==> config.mk <==
export PLATFORM = sky130hd
export DESIGN_NAME = lcd_driver_control
export DESIGN_NICKNAME = d
export VERILOG_FILES = /design/src/hdl/lcd_ctrl_pkg.sv /design/src/hdl/lcd_driver_control.sv /design/src/hdl/lcd_prescaler.sv
export SDC_FILE = /design/constraint.sdc
export NUM_CORES = 1
export LEC_CHECK = 0
export BUFFER_PORTS_ARGS = -buffer_cell sky130_fd_sc_hd__buf_2
export CAP_MARGIN = 20
export CORE_MARGIN = 5
export CORE_UTILIZATION = 43
export CTS_CLUSTER_SIZE = 8
export DETAILED_ROUTE_END_ITERATION = 10
export PLACE_DENSITY = 0.78
export SETUP_SLACK_MARGIN = 0.2
export SYNTH_ARGS = -nofsm -noshare
export SYNTH_HDL_FRONTEND = slang
export SYNTH_SLANG_ARGS = --single-unit
==> constraint.sdc <==
create_clock -name clock -period 2.85 [get_ports clock]
set_clock_uncertainty 0.15 [all_clocks]
set_input_delay 0.4275 -clock clock [delete_from_list [all_inputs] [get_ports clock]]
set_output_delay 0.4275 -clock clock [all_outputs]
set_load 0.01 [all_outputs]
==> src/hdl/lcd_ctrl_pkg.sv <==
package lcd_ctrl_pkg;

  localparam int ADDR_W = 8;
  localparam int DATA_W = 32;
  localparam logic [7:0] CTRL_ADDR = 8'h28;
  localparam logic [7:0] STATUS_ADDR = 8'h2C;
  localparam logic [7:0] CTRL_RESET = 8'h00;

  localparam int SEG_COUNT = 32;
  localparam int COM_COUNT = 4;
  localparam int DATA_BITS = SEG_COUNT * COM_COUNT;

  // Divider lengths for the high and low frequency chains
  localparam int HF_STAGES = 17;
  localparam int LF_STAGES = 9;

  // Boost clock exponents
  localparam int HF_BOOST0 = 13;
  localparam int HF_BOOST1 = 11;
  localparam int HF_BOOST2 = 10;
  localparam int HF_BOOST3 = 9;
  localparam int LF_BOOST0 = 5;
  localparam int LF_BOOST1 = 3;
  localparam int LF_BOOST2 = 2;

  // Base exponents less two: the slot clock runs at four times the base
  localparam int SLOT_SHIFT = 2;
  localparam int HF_BASE0 = 17 - SLOT_SHIFT;
  localparam int HF_BASE1 = 16 - SLOT_SHIFT;
  localparam int HF_BASE2 = 15 - SLOT_SHIFT;
  localparam int HF_BASE3 = 13 - SLOT_SHIFT;
  localparam int LF_BASE0 = 9 - SLOT_SHIFT;
  localparam int LF_BASE1 = 8 - SLOT_SHIFT;

  // Slots per frame for each drive method
  localparam logic [2:0] SLOTS_QUARTER = 3'h4;
  localparam logic [2:0] SLOTS_THIRD = 3'h3;
  localparam logic [2:0] SLOTS_HALF = 3'h2;
  localparam logic [2:0] SLOTS_STATIC = 3'h4;

  typedef enum logic [1:0] {
    DRIVE_QUARTER = 2'h0,
    DRIVE_THIRD = 2'h1,
    DRIVE_HALF = 2'h2,
    DRIVE_STATIC = 2'h3
  } drive_t;

  typedef struct packed {
    logic display_on_bit;
    logic booster_select_bit;
    logic [1:0] boost_clock_select;
    drive_t drive_method;
    logic [1:0] frame_base_select;
  } ctrl_t;

  typedef struct packed {
    logic [ADDR_W-1:0] address;
    logic read;
    logic write;
    logic [DATA_W-1:0] writedata;
    logic [3:0] byteenable;
  } av_req_t;

endpackage

==> src/hdl/lcd_driver_control.sv <==
`timescale 1ns/10ps
`default_nettype none

module lcd_driver_control (
  input wire logic clock,
  input wire logic rst_b,
  input wire lcd_ctrl_pkg::av_req_t av_req,
  output logic [lcd_ctrl_pkg::DATA_W-1:0] av_readdata,
  output logic av_waitrequest,
  input wire logic high_freq_clock,
  input wire logic low_freq_clock,
  input wire logic low_speed_modes,
  input wire logic prescale_source_select,
  input wire logic [lcd_ctrl_pkg::DATA_BITS-1:0] display_data,
  output logic [lcd_ctrl_pkg::COM_COUNT-1:0] common_outputs,
  output logic [lcd_ctrl_pkg::SEG_COUNT-1:0] segment_outputs,
  output logic frame_polarity,
  output logic booster_enable,
  output logic boost_tick
);

  lcd_ctrl_pkg::ctrl_t ctrl;
  logic ack;
  logic access;
  logic [lcd_ctrl_pkg::HF_STAGES:1] hf_tick;
  logic [lcd_ctrl_pkg::LF_STAGES:1] lf_tick;
  logic use_lf;
  logic slot_tick;
  logic next_boost;
  logic [1:0] slot;
  logic [2:0] slot_limit;
  logic frame_end;
  logic slot_over;

  ////////////////////////////////////////////////////////////////////////////
  // Avalon slave: one wait cycle, then the answer
  assign access = av_req.read | av_req.write;
  assign av_waitrequest = access & ~ack;

  always_ff @(posedge clock)
  begin
    if (!rst_b)
      ack <= 1'b0;
    else
      ack <= access & ~ack;
  end

  always_ff @(posedge clock)
  begin
    if (!rst_b)
      ctrl <= lcd_ctrl_pkg::CTRL_RESET;
    else if (av_req.write && ack && av_req.byteenable[0]
             && av_req.address == lcd_ctrl_pkg::CTRL_ADDR)
      ctrl <= av_req.writedata[7:0];
  end

  always_ff @(posedge clock)
  begin
    if (!rst_b)
      av_readdata <= '0;
    else if (av_req.read && !ack)
    begin
      if (av_req.address == lcd_ctrl_pkg::CTRL_ADDR)
        av_readdata <= {24'h000000, ctrl};
      else if (av_req.address == lcd_ctrl_pkg::STATUS_ADDR)
        av_readdata <= {28'h0000000, low_speed_modes, frame_polarity, slot};
      else
        av_readdata <= '0;
    end
  end

  ////////////////////////////////////////////////////////////////////////////
  // Dedicated dividers
  lcd_prescaler #(.STAGES(lcd_ctrl_pkg::HF_STAGES)) hf_div (
    .clock(clock),
    .rst_b(rst_b),
    .count_tick(high_freq_clock),
    .stage_tick(hf_tick)
  );

  lcd_prescaler #(.STAGES(lcd_ctrl_pkg::LF_STAGES)) lf_div (
    .clock(clock),
    .rst_b(rst_b),
    .count_tick(low_freq_clock),
    .stage_tick(lf_tick)
  );

  assign use_lf = low_speed_modes | prescale_source_select;

  ////////////////////////////////////////////////////////////////////////////
  // Boost clock tap
  always_comb
  begin
    next_boost = 1'b0;
    unique case (ctrl.boost_clock_select)
      2'h0: next_boost = use_lf ? lf_tick[lcd_ctrl_pkg::LF_BOOST0]
                                : hf_tick[lcd_ctrl_pkg::HF_BOOST0];
      2'h1: next_boost = use_lf ? lf_tick[lcd_ctrl_pkg::LF_BOOST1]
                                : hf_tick[lcd_ctrl_pkg::HF_BOOST1];
      2'h2: next_boost = use_lf ? lf_tick[lcd_ctrl_pkg::LF_BOOST2]
                                : hf_tick[lcd_ctrl_pkg::HF_BOOST2];
      2'h3: next_boost = low_speed_modes ? lf_tick[lcd_ctrl_pkg::LF_BOOST2]
                                         : hf_tick[lcd_ctrl_pkg::HF_BOOST3];
    endcase
  end

  always_ff @(posedge clock)
  begin
    if (!rst_b)
      boost_tick <= 1'b0;
    else
      boost_tick <= next_boost & ctrl.booster_select_bit;
  end

  assign booster_enable = ctrl.booster_select_bit;

  ////////////////////////////////////////////////////////////////////////////
  // Slot clock at four times the frame base
  always_comb
  begin
    slot_tick = 1'b0;
    unique case (ctrl.frame_base_select)
      2'h0: slot_tick = use_lf ? lf_tick[lcd_ctrl_pkg::LF_BASE0]
                               : hf_tick[lcd_ctrl_pkg::HF_BASE0];
      2'h1: slot_tick = use_lf ? lf_tick[lcd_ctrl_pkg::LF_BASE1]
                               : hf_tick[lcd_ctrl_pkg::HF_BASE1];
      2'h2: slot_tick = low_speed_modes ? lf_tick[lcd_ctrl_pkg::LF_BASE1]
                                        : hf_tick[lcd_ctrl_pkg::HF_BASE2];
      2'h3: slot_tick = low_speed_modes ? lf_tick[lcd_ctrl_pkg::LF_BASE1]
                                        : hf_tick[lcd_ctrl_pkg::HF_BASE3];
    endcase
  end

  always_comb
  begin
    slot_limit = lcd_ctrl_pkg::SLOTS_QUARTER;
    unique case (ctrl.drive_method)
      lcd_ctrl_pkg::DRIVE_QUARTER: slot_limit = lcd_ctrl_pkg::SLOTS_QUARTER;
      lcd_ctrl_pkg::DRIVE_THIRD: slot_limit = lcd_ctrl_pkg::SLOTS_THIRD;
      lcd_ctrl_pkg::DRIVE_HALF: slot_limit = lcd_ctrl_pkg::SLOTS_HALF;
      lcd_ctrl_pkg::DRIVE_STATIC: slot_limit = lcd_ctrl_pkg::SLOTS_STATIC;
    endcase
  end

  assign frame_end = slot_tick && ({1'b0, slot} >= slot_limit - 3'h1);

  // A shorter duty written mid-frame leaves the slot past the frame: restart it
  assign slot_over = ({1'b0, slot} >= slot_limit);

  always_ff @(posedge clock)
  begin
    if (!rst_b)
      slot <= 2'h0;
    else if (frame_end || slot_over)
      slot <= 2'h0;
    else if (slot_tick)
      slot <= slot + 2'h1;
  end

  always_ff @(posedge clock)
  begin
    if (!rst_b)
      frame_polarity <= 1'b0;
    else if (frame_end)
      frame_polarity <= ~frame_polarity;
  end

  ////////////////////////////////////////////////////////////////////////////
  // Pin drive: selected common and its segment data
  always_ff @(posedge clock)
  begin
    if (!rst_b)
      common_outputs <= '0;
    else if (!ctrl.display_on_bit)
      common_outputs <= '0;
    else if (ctrl.drive_method == lcd_ctrl_pkg::DRIVE_STATIC)
      common_outputs <= '1;
    else if (slot_over)
      common_outputs <= '0;
    else
      common_outputs <= 4'h1 << slot;
  end

  genvar s;
  generate
    for (s = 0; s < lcd_ctrl_pkg::SEG_COUNT; s++)
    begin : g_seg
      always_ff @(posedge clock)
      begin
        if (!rst_b)
          segment_outputs[s] <= 1'b0;
        else if (!ctrl.display_on_bit)
          segment_outputs[s] <= 1'b0;
        else
          segment_outputs[s] <= display_data[{slot, 5'h00} + s];
      end
    end
  endgenerate
endmodule

`default_nettype wire

==> src/hdl/lcd_prescaler.sv <==
`timescale 1ns/10ps
`default_nettype none

module lcd_prescaler #(
  parameter int STAGES = 17
) (
  input wire logic clock,
  input wire logic rst_b,
  input wire logic count_tick,
  output logic [STAGES:1] stage_tick
);

  logic [STAGES-1:0] count;

  ////////////////////////////////////////////////////////////////////////////
  // Free-running divider, never stopped by a processor halt
  always_ff @(posedge clock)
  begin
    if (!rst_b)
      count <= '0;
    else if (count_tick)
      count <= count + 1'b1;
  end

  ////////////////////////////////////////////////////////////////////////////
  // One pulse per 2^k input ticks
  genvar k;
  generate
    for (k = 1; k <= STAGES; k++)
    begin : g_stage
      assign stage_tick[k] = count_tick & (&count[k-1:0]);
    end
  endgenerate

endmodule

`default_nettype wire

**After elaboration in Yosys (flattened, before gate mapping)**

Cells that the tools add are included.

- Register bits after elaboration: 107
- Word-level logic and storage cells: 247
- Bits of input ports: 180
- Output and inout port bits: 72

- Reductions and logical operators: 24
- Eq/ne operators: 11
- Magnitude comparators: 34
- Multiplexer cells: 79
- $add $sub $neg: 35
- Shifts and indexed selects: 1
- Bitwise logic cells: 18

Operator list:

| operator | number |
|---|---|
| $lt A8 B8 Y1 const B | 31 |
| $bmux W1 S7 | 31 |
| $add A7 B5 Y8 const B | 16 |
| $add A7 B4 Y8 const B | 8 |
| $mux W1 | 40 |
| $add A7 B3 Y8 const B | 4 |
| $add A17 B1 Y17 const B | 1 |
| $add A7 B2 Y8 const B | 2 |
| $eq A8 B6 Y1 const B | 2 |
| $reduce_and A15 Y1 | 1 |
| $reduce_and A14 Y1 | 1 |
| $and A1 B1 Y1 | 13 |
| $reduce_and A13 Y1 | 1 |
| $eq A2 B2 Y1 const B | 6 |
| $mux W4 | 3 |
| $reduce_and A11 Y1 | 1 |
| $reduce_and A10 Y1 | 1 |
| $add A9 B1 Y9 const B | 1 |
| $pmux W3 S3 | 1 |
| $reduce_and A9 Y1 | 1 |
| $add A7 B1 Y8 const B | 1 |
| $lt A7 B8 Y1 const B | 1 |
| $mux W8 | 1 |
| $pmux W1 S4 | 2 |
| other kinds (18) | 32 |

**Depth between registers and ports, before layout**

Gate-level depths: netlist of run 1.

- Depth after elaboration: 8
- Mapped depth: 9
- Gate-level depth less buffers: 9

**Cells and area by module**

A second synthesis of run 1 with hierarchy kept.

- Cell total of the unflattened synthesis: 436
- Area total of the unflattened synthesis: 4578.1 um^2

Modules (own cells, without submodules):

| module | cells an instance | area an instance (um^2) | sequential area each (um^2) | instances |
|---|---|---|---|---|
| lcd_driver_control | 276 | 3143.0 | 1141.1 | 1 |
| lcd_prescaler at hf_div | 105 | 944.7 | 340.3 | 1 |
| lcd_prescaler at lf_div | 55 | 490.5 | 180.2 | 1 |

**Worst setup path after synthesis of run 1**

No wires, ideal clock.

- Kind: flip-flop to flip-flop
- Start point: reg slot[0]
- End point: reg frame_polarity
- Setup time: 0.070 ns
- Cell stages (with the launch flop): 10
- Setup slack: 0.543 ns
- Path buffers: 2
- Data arrival time: 2.087 ns
- Period minus slack after synthesis: 2.307 ns
- Data required time: 2.630 ns
- Cell sequence: dfxtp_1 -> buf_2 -> buf_2 -> inv_1 -> ha_1 -> nand2b_1 -> a21oi_1 -> a21o_1 -> or4_1 -> a21oi_1

- Cells in the longest elaborated chain, start to end: 2

Ends and longest elaborated chain:

| element | RTL line | RTL |
|---|---|---|
| start: declaration | lcd_driver_control.sv:30 | `logic [1:0] slot;` |
| start signal: assignment | lcd_driver_control.sv:157 | `slot <= slot + 2'h1;` |
| $ge A2 B3 Y1 | lcd_driver_control.sv:145 | `assign frame_end = slot_tick && ({1'b0, slot} >= slot_limit - 3'h1);` |
| $logic_and A1 B1 Y1 | lcd_driver_control.sv:145 |  |
| end signal: assignment | lcd_driver_control.sv:165 | `frame_polarity <= ~frame_polarity;` |
| end: declaration | lcd_driver_control.sv:17 | `output logic frame_polarity,` |

Every way passes these cells.
A chain may end at the register's enable or synchronous reset.

**Worst setup path after layout of run 1**

- Start point: reg ctrl[2] (netlist name)
- End point: reg slot[0]

- Cells in the longest elaborated chain, start to end: 8
- Elaborated cells between the ends (all ways): 12
- Those cells by class: add/sub (1); order compare (2); eq/ne (3); mux (1); reduce/logical (5)

Ends and longest elaborated chain:

| element | RTL line | RTL |
|---|---|---|
| start: declaration | lcd_driver_control.sv:22 | `lcd_ctrl_pkg::ctrl_t ctrl;` |
| start signal: assignment | lcd_driver_control.sv:51 | `ctrl <= lcd_ctrl_pkg::CTRL_RESET;` |
| start signal: assignment | lcd_driver_control.sv:54 | `ctrl <= av_req.writedata[7:0];` |
| $eq A2 B2 Y1 or $logic_not A2 Y1 (tied branches) | lcd_driver_control.sv:137 | `unique case (ctrl.drive_method)` |
| $reduce_or A2 Y1 (no line) | -- |  |
| $pmux W3 S3 (*) | lcd_driver_control.sv:137 |  |
| $sub A3 B1 Y3 | lcd_driver_control.sv:145 |  |
| $ge A2 B3 Y1 | lcd_driver_control.sv:145 |  |
| $logic_and A1 B1 Y1 | lcd_driver_control.sv:145 |  |
| $logic_or A1 B1 Y1 (*) | lcd_driver_control.sv:154 | `else if (frame_end \|\| slot_over)` |
| $reduce_or A2 Y1 (no line) (*) | -- |  |

Mark *: on every way between the ends. The rest lies on a longest branch, timed or not.

==> impl_metrics.json, run 1 <==
{
  "timing.setup.tns_ps": 0,
  "avgSynthCellArea_um2": 10.6,
  "detailedPlacementHpwl_um": 9140,
  "route.antenna.remaining_nets": 0,
  "detailedRoute.firstPassIterationCount": 4,
  "setup.worst_path.start_class": "flip-flop",
  "max_freq_mhz": 435,
  "floorplan.die.height_um": 107,
  "groute.usage.overall_pct": 19.1,
  "layout.filler_cells": 806,
  "grt_pass1_wl_um": 17400,
  "first_global_vias": 3633,
  "place.gp.congestion": 0.782,
  "fp.coreArea_mm2": 0.00924,
  "num-nets-final": 776,
  "reg2reg_from": "ctrl[2]",
  "cts_hold_buf": 0,
  "die-width_um": 107,
  "run_status": "complete, no violations",
  "core.rowCount": 35,
  "final-seq-area_mm2": 0.00158,
  "antenna_violations_before_repair": 1,
  "crit_fanout": 4,
  "worstPathCellList": "inv_1 -> ha_1 -> ha_1 -> nor2b_1 -> o31ai_1 -> and2_1 -> nand3_1 -> mux2i_1",
  "yosysSeqAreaShare_pct": 38.8,
  "cts_tree": "done",
  "final_max_slew_viols": 0,
  "min_delay_worst_type": "primary input to flip-flop",
  "placed_instances": 698,
  "hold_path.startpoint": "av_req[9]",
  "dr_wl_met3_um": 917,
  "largest_net_degree_at_the_start_of_global_routing": 40,
  "timing_hold_violations_final": 0,
  "highest-signal-layer": "met4",
  "min_period_ps": 2300,
  "clock_tree.htree_level_count": 3,
  "drc": 0,
  "timing.critical_path.max_delay_family": "adder cells",
  "route.final.wire_length_um": 11500,
  "worstPathRequired_ps": 2980,
  "overflow": 0,
  "number_of_buffers_added_on_ports": 200,
  "setup_viol": 0,
  "worst-path-buf-inv": 1,
  "commonest_non_fill_non_tap_cell_in_the_layout": "buf_2",
  "num_io_pins": 252,
  "critPathMaxStageDelay_ps": 390,
  "post_route_cells_drive_above_1_share_pct": 44.8,
  "vias_per_cell": 5.00,
  "post_synth_instance_area_mm2": 0.00407,
  "worstPathArrival_ps": 2430,
  "vdd.ir_drop.worst_v": 0.000270,
  "final_cell_mix": "buf_2 (200), dfxtp_1 (77), nor2_1 (44)",
  "number_of_standard_cells_after_synthesis": 385,
  "drv.max_cap_violation_count": 0,
  "timing.critical_path.mode_cell": "ha_1",
  "floorplan.initialDensity_pct": 44.1,
  "worstSetupEndpointType": "flip-flop",
  "via_count": 3572,
  "wl_met1_um": 4130,
  "critical_path_class": "flip-flop to flip-flop",
  "synth-seq-cells": 79,
  "cts_post_setup_buffers_inserted": 0,
  "wire_per_inst_um": 16.0,
  "multi_input_area_mm2": 0.00229,
  "slew_headroom_pct": 57.1,
  "yosysWarningCount": 0,
  "tightest_slew_ps": 644,
  "crit_start": "ctrl[2]",
  "post-route-util_pct": 57.3,
  "synthDistinctLibCells": 44,
  "drt_iter0_drc": 193,
  "max-clock-path-buffers": 2,
  "clk_latency_ps": 360,
  "leakagePower_nw": 2.37,
  "fin_cells": 715,
  "rsz0062_at_grt": "false",
  "post-route-period-util_pct": 80.7,
  "tritoncts.num_buffers": 9,
  "clock_tree.root_cell": "clkbuf_8",
  "dr_wl_met2_um": 6090,
  "clk_pin_slew_worst_paths_ps": 90,
  "clkSinkCount": 79,
  "design.die.area_mm2": 0.0115,
  "cp_slowest_cell": "dfxtp_1",
  "finalPower_mw": 2.19,
  "pwr_density_cell_mw_per_mm2": 413,
  "flow.area_growth_from_synthesis_pct": 30.0,
  "cts_resized": 0
}
-- synthesized netlist by cell type, drive strengths merged --
cell type | count | area share (%)
a21o | 1 | 0.18
and4b | 1 | 0.25
buf | 32 | 5.5
mux2 | 2 | 0.55
o21ai | 8 | 0.98
and4 | 1 | 0.22
a22oi | 4 | 0.74
nand3 | 16 | 2.6
nand2 | 16 | 1.5
nor2 | 44 | 4.1
and3 | 2 | 0.31
o2111ai | 1 | 0.22
xor2 | 7 | 1.5
nor3b | 1 | 0.18
nor4 | 3 | 0.83
clkbuf | 11 | 1.0
nor3 | 5 | 0.89
nand4 | 7 | 1.1
inv | 7 | 0.65
or2 | 1 | 0.15
ha | 16 | 4.9
nor4b | 1 | 0.22
or4 | 1 | 0.18
nor2b | 36 | 5.5
dfxtp | 79 | 39
and2 | 1 | 0.15
a211oi | 1 | 0.18
nand2b | 2 | 0.31
a31oi | 2 | 0.31
o31ai | 2 | 0.37
a311oi | 1 | 0.22
mux2i | 16 | 3.9
xnor2 | 6 | 1.3
mux4 | 32 | 18
or3 | 4 | 0.65
conb | 1 | 0.092
o21a | 1 | 0.18
a21oi | 13 | 1.6
-- worst min-delay path: stages --
cell and delay (ps):
buf_2 80, mux2i_1 60, nor2_1 70
-- cell families after synthesis --
family / Yosys count / synth area share, %
simple gates: 142 / 19.0
flops: 79 / 38.8
mux: 50 / 22.2
buf+inv: 50 / 7.16
compound gates: 34 / 4.98
fa+ha+maj: 16 / 4.92
xor+xnor: 13 / 2.80
other cells: 1 / 0.0921
-- worst paths after layout --
check                         to  slack [ps]  cells past startpoint
hold reg to reg   av_readdata[7]         300                      2
setup reg to reg         slot[0]         550                      8
setup / recovery         slot[0]         550                      8
hold / removal           ctrl[5]         160                      3
-- power by group --
part	internal, mW	leakage, nW	switching (mW)
clock	0.417	0.102	0.448
combinational	0.123	1.63	0.0820
sequential	1.11	0.638	0.00730
-- flip-flops by register name, summed over array words and instances (netlist names), 2 cells and up --
signal / count
hf_div.count: 15
common_outputs: 4
av_readdata: 8
lf_div.count: 7
slot: 2
segment_outputs: 32
ctrl: 7
-- routing by layer --
metal	up-vias	track usage [%]
li1	1710	-
met1	1693	20.8
met2	147	35.1
met3	22	5.16
met4	0	7.31
met5	-	0
-- area by class of cell --
| class | count | area share, % |
|---|---|---|
| clock buffers | 9 | 2.34 |
| inverters | 7 | 0.496 |
| well taps | 129 | 3.05 |
| repair buffers | 204 | 19.5 |
| multi-input cells | 279 | 43.2 |
| flip-flops and latches | 79 | 29.9 |
| diodes | 1 | 0.0473 |
| clock inverters | 7 | 1.51 |
-- through the flow --
step           area (um2)  hold WS [ps]  setup WS [ps]
2_1_floorplan        4160           304            543
3_3_place_gp         5090           288            523
3_5_place_dp         5090           299            407
4_1_cts              5290           140            510
5_1_grt              5300           153            387
6_report             5300           156            551
(Power assumes the default switching activity.)
==> inputs of run 2 (changes only) <==
- clock period: 2.85 -> 2.36 ns (I/O delays scaled with it)
==> run 2 against run 1 <==
Sequential cell count did not move; core utilization rose by 1.0 points; die area did not move; register-to-register slack got worse by 240 ps; sequential share of layout area fell by 0.46 points; total power rose by 20%; cell count rose by 0.98%; setup slack got worse by 240 ps; hold slack got worse by 73 ps; via count rose by 1.6%; sequential power rose by 21%; critical path type unchanged; critical endpoint is now frame_polarity.
==> impl_metrics.json, run 2 (synthesized netlist as in run 1, its figures left out) <==
{
  "vias_per_cell": 5.03,
  "power.combinational.fraction_pct": 9.7,
  "tightest_slew_ps": 599,
  "worst_hold_slack_ps": 82.7,
  "max-clock-path-buffers": 2,
  "cts_tree": "done",
  "largest_net_degree_at_the_start_of_global_routing": 39,
  "reg2reg_from": "ctrl[3]",
  "post-route-period-util_pct": 87.0,
  "worstSetupEndpointType": "flip-flop",
  "setup.worst_path.start_class": "flip-flop",
  "holdPathStages": 3,
  "core.rowCount": 35,
  "max_freq_mhz": 487,
  "groute.usage.overall_pct": 19.3,
  "hold_end": "ctrl[2]",
  "route.antenna.remaining_nets": 0,
  "antenna_violations_before_repair": 1,
  "clock_tree.htree_level_count": 3,
  "r2r_setup_slack_ps": 310,
  "placed_instances": 702,
  "pwr_density_cell_mw_per_mm2": 486,
  "floorplan.die.height_um": 107,
  "worstRegToRegCells": 9,
  "fp.coreArea_mm2": 0.00924,
  "number_of_buffers_added_on_ports": 200,
  "worstReg2RegEnd": "frame_polarity",
  "worstPathCellList": "inv_2 -> ha_2 -> inv_1 -> ha_1 -> nand2b_1 -> a21oi_1 -> a21o_1 -> or4_1 -> a21oi_1",
  "leakagePower_nw": 2.40,
  "num_io_pins": 252,
  "worstPathRequired_ps": 2480,
  "registers.top_by_ff_count": "segment_outputs",
  "flow.area_growth_from_synthesis_pct": 32.4,
  "timing.setup.tns_ps": 0,
  "design.die.area_mm2": 0.0115,
  "setup_viol": 0,
  "largest_registers_ranked_by_flip_flop_count": "segment_outputs x32, hf_div.count x15, av_readdata x8",
  "vdd.ir_drop.worst_v": 0.000259,
  "largest_register_ff_count": 32,
  "first_global_vias": 3690,
  "num-nets-final": 783,
  "slew_headroom_pct": 59.7,
  "die-width_um": 107,
  "overflow": 0,
  "crit_fanout": 4,
  "commonest_non_fill_non_tap_cell_in_the_layout": "buf_2",
  "timing_hold_violations_final": 0,
  "min_delay_worst_type": "primary input to flip-flop",
  "clk_latency_ps": 350,
  "min_period_ps": 2050,
  "drv.max_cap_violation_count": 0,
  "cp_slowest_cell": "or4_1",
  "post-route-util_pct": 58.3,
  "wire_per_inst_um": 16.2,
  "clk_pin_slew_worst_paths_ps": 90,
  "worstPathArrival_ps": 2170,
  "via_count": 3630,
  "run_status": "complete, no violations",
  "detailedRoute.firstPassIterationCount": 5,
  "timing.critical_path.mode_cell": "a21oi_1",
  "tritoncts.num_buffers": 9,
  "power.sequential.fraction_pct": 51.6,
  "fin_cells": 722,
  "final_cell_mix": "buf_2 (200), dfxtp_1 (74), nor2_1 (44)",
  "post_route_cells_drive_above_1_share_pct": 47.0,
  "route.final.wire_length_um": 11700,
  "clkSinkCount": 79,
  "swShare_pct": 23.0,
  "final_max_slew_viols": 0,
  "total_switching_power_mw": 0.602,
  "clock_tree.root_cell": "clkbuf_8",
  "detailedPlacementHpwl_um": 9410,
  "grt_pass1_wl_um": 17500,
  "place.gp.congestion": 0.817,
  "floorplan.initialDensity_pct": 44.1,
  "critical_path_class": "flip-flop to flip-flop",
  "cellInternalPower_mw": 2.02,
  "clock_power_share_pct": 38.7,
  "drc": 0,
  "drt_iter0_drc": 173,
  "critPathMaxStageDelay_ps": 400,
  "hold_path.startpoint": "av_req[6]",
  "rsz0062_at_grt": "true"
}
-- run 2: changes by cell type in the layout (fill, tap and decap cells not counted), moves of 2 or more --
cell	previous run	this run
ha_4	0	2
clkbuf_1	0	2
buf_4	4	11
dfxtp_2	2	5
dfxtp_1	77	74
ha_1	16	12
ha_2	0	2
-- run 2: worst max-delay path: cells and delay by family (launching register included) --
family | cells | cell delay (ps)
AO/OA/AOI/OAI | 3 | 380
buffers and inverters | 2 | 120
adder cells (fa/ha/maj) | 2 | 460
AND/OR/NAND/NOR | 2 | 510
flip-flops | 1 | 360
-- run 2: power by group through the flow --
stage / sequential, mW / clock (mW) / combinational [mW]
2_1_floorplan: 1.38 / 0 / 0.139
3_3_place_gp: 1.38 / 0 / 0.240
3_5_place_dp: 1.38 / 0 / 0.249
4_1_cts: 1.35 / 1.04 / 0.251
5_1_grt: 1.35 / 1.11 / 0.277
6_report: 1.35 / 1.01 / 0.253
-- run 2: layout make-up --
type	count	area (um2)
clock buffers	12	145
repair buffers	211	1080
fillers	853	3850
well taps	129	161
multi-input cells	279	2330
clock inverters	4	53.8
diodes	1	2.50
flip-flops and latches	79	1590
inverters	7	26.3
-- run 2: stage by stage --
stage	setup WS (ps)	power [mW]	instance area, um2
finish	306	2.62	5390
global route	176	2.74	5390
CTS	192	2.64	5330
detailed placement	188	1.63	5120
global placement	239	1.62	5120
floorplan	249	1.52	4170
-- run 2: worst max path at each step --
stage               startpoint        endpoint  slack [ps]  cells past startpoint
2_1_floorplan          slot[0]  frame_polarity         250                      9
3_3_place_gp   hf_div.count[0]  frame_polarity         240                      6
3_5_place_dp   hf_div.count[0]  frame_polarity         190                      6
4_1_cts        hf_div.count[0]  frame_polarity         190                      6
5_1_grt                ctrl[2]         slot[0]         180                      8
6_report               ctrl[3]  frame_polarity         310                      9
-- run 2: layer usage --
layer  share of wire [%]  GRT usage (%)  up-vias
met1                  35           20.0     1728
met5                   0              0        -
met3                 9.0           5.94       24
met4                 3.1           7.58        0
li1                    -              -     1724
met2                  53           35.9      154
-- run 2: what timing repair did --
action,CTS,global route
hold buffers,0,0
pin swaps,1,7
gates resized for setup,2,10
setup buffers,0,3
setup endpoints to repair,3,3
==> inputs of run 3 (changes only) <==
- CELL_PAD_IN_SITES_DETAIL_PLACEMENT: not set -> 2
- CELL_PAD_IN_SITES_GLOBAL_PLACEMENT: not set -> 2
- CORE_UTILIZATION: 43 -> 24
==> run 3 against run 2 <==
Sequential power about the same; core utilization decreased by 24 points; sequential cell count unchanged; highest routed layer unchanged; total power increased by 17%; design area increased by 4.6%.
==> impl_metrics.json, run 3 (synthesized netlist as in run 1, its figures left out) <==
{
  "overflow": 0,
  "largest_register_ff_count": 32,
  "flow.area_growth_from_synthesis_pct": 38.4,
  "via_count": 3707,
  "detailedRoute.firstPassIterationCount": 4,
  "layout.filler_cells": 1920,
  "antenna_violations_before_repair": 0,
  "detailedPlacementHpwl_um": 11400,
  "worst_hold_slack_ps": 101,
  "pwr_density_cell_mw_per_mm2": 543,
  "drc": 0,
  "power.sequential.fraction_pct": 44.2,
  "post_route_cells_drive_above_1_share_pct": 47.8,
  "power.combinational.fraction_pct": 8.5,
  "drv.max_cap_violation_count": 0,
  "slew_headroom_pct": 57.3,
  "worstPathRequired_ps": 2490,
  "diodes": 0,
  "route.final.wire_length_um": 14100,
  "clkSinkCount": 79,
  "wire_per_inst_um": 17.3,
  "tightest_slew_ps": 635,
  "route.antenna.remaining_nets": 0,
  "run_status": "complete, no violations",
  "r2r_setup_slack_ps": 280,
  "setup.worst_path.start_class": "flip-flop",
  "max-clock-path-buffers": 2,
  "floorplan.die.height_um": 140,
  "commonest_non_fill_non_tap_cell_in_the_layout": "buf_2",
  "tritoncts.num_buffers": 9,
  "num_io_pins": 252,
  "highest-signal-layer": "met4",
  "worstPathArrival_ps": 2200,
  "rsz0062_at_grt": "false",
  "post-route-period-util_pct": 87.9,
  "dr_wl_met3_um": 890,
  "clk_pin_slew_worst_paths_ps": 70,
  "design.die.area_mm2": 0.0197,
  "place.gp.congestion": 0.777,
  "final_max_slew_viols": 0,
  "clk_latency_ps": 350,
  "swShare_pct": 24.1,
  "leakagePower_nw": 2.45,
  "vdd.ir_drop.worst_v": 0.000314,
  "groute.usage.overall_pct": 14.3,
  "die-width_um": 140,
  "number_of_buffers_added_on_ports": 200,
  "final_cell_mix": "buf_2 (200), dfxtp_1 (73), nor2_1 (44)",
  "critical_path_class": "flip-flop to flip-flop",
  "core.rowCount": 47,
  "setup_viol": 0,
  "num-nets-final": 783,
  "clock_tree.htree_level_count": 3,
  "crit_fanout": 4,
  "multi_input_area_mm2": 0.00235,
  "total_switching_power_mw": 0.737,
  "wl_met1_um": 4830,
  "min_period_ps": 2080,
  "first_global_vias": 4307,
  "largest_registers_ranked_by_flip_flop_count": "segment_outputs x32, hf_div.count x15, av_readdata x8",
  "min_delay_worst_type": "primary input to flip-flop",
  "cts_tree": "done",
  "cts_hold_buf": 0,
  "final-seq-area_mm2": 0.00159,
  "vias_per_cell": 4.57,
  "clock_tree.root_cell": "clkbuf_16",
  "cellInternalPower_mw": 2.33,
  "clock_power_share_pct": 47.3,
  "floorplan.initialDensity_pct": 24.5,
  "dr_wl_met2_um": 8010,
  "grt_pass1_wl_um": 22400,
  "drt_iter0_drc": 126,
  "holdPathStages": 3,
  "timing_hold_violations_final": 0,
  "timing.setup.tns_ps": 0,
  "worstRegToRegCells": 9,
  "registers.top_by_ff_count": "segment_outputs",
  "fp.coreArea_mm2": 0.0166,
  "worstSetupEndpointType": "flip-flop",
  "max_freq_mhz": 482,
  "largest_net_degree_at_the_start_of_global_routing": 41
}
[run 3: layout make-up]
type	instances	area share, %
inverters	7	0.466
clock inverters	7	1.42
flip-flops and latches	79	28.2
multi-input cells	279	41.6
clock buffers	9	3.99
well taps	220	4.88
repair buffers	211	19.4
[run 3: stage by stage]
step | instances | util [%] | power [mW] | setup slack (ps) | instance area (um2)
after CTS | 809 | 33.5 | 3.12 | 218 | 5580
after global placement | 793 | 31.5 | 1.62 | 208 | 5250
after global routing | 812 | 33.9 | 3.20 | 189 | 5640
after detailed placement | 793 | 31.5 | 1.64 | 126 | 5250
final | 812 | 33.9 | 3.06 | 285 | 5640
after floorplan | 408 | - | 1.52 | 249 | 4170
[run 3: worst max-delay path, cell delays in order (launching register included)]
cell and delay [ps]:
dfxtp_2 350, inv_1 80, ha_2 180, inv_1 70, ha_4 270, nand2b_1 110
a21oi_1 90, a21o_1 190, or4_1 420, a21oi_2 120
[run 3: final timing paths]
path	startpoint	to
min	av_req[8]	ctrl[4]
min reg2reg	av_readdata[7]	av_readdata[7]
max	ctrl[3]	frame_polarity
max reg2reg	ctrl[3]	frame_polarity
[run 3: timing repair]
item | 4_1_cts | 5_1_grt
buffers inserted | 0 | 3
gates resized for setup | 7 | 8
pin swaps | 1 | 5
endpoints found under the setup margin | 3 | 3
[run 3: layer usage]
| layer | up-vias | GRT usage, % |
|---|---|---|
| met5 | - | 0 |
| met4 | 0 | 5.66 |
| met3 | 22 | 3.58 |
| met2 | 140 | 28.0 |
| met1 | 1825 | 14.3 |
| li1 | 1720 | - |
[run 3: power groups by stage]
stage	Clock, mW	Sequential [mW]	Combinational, mW
final	1.45	1.35	0.261
after global routing	1.56	1.35	0.288
after CTS	1.50	1.35	0.263
after detailed placement	0	1.38	0.258
after global placement	0	1.38	0.244
after floorplan	0	1.38	0.139
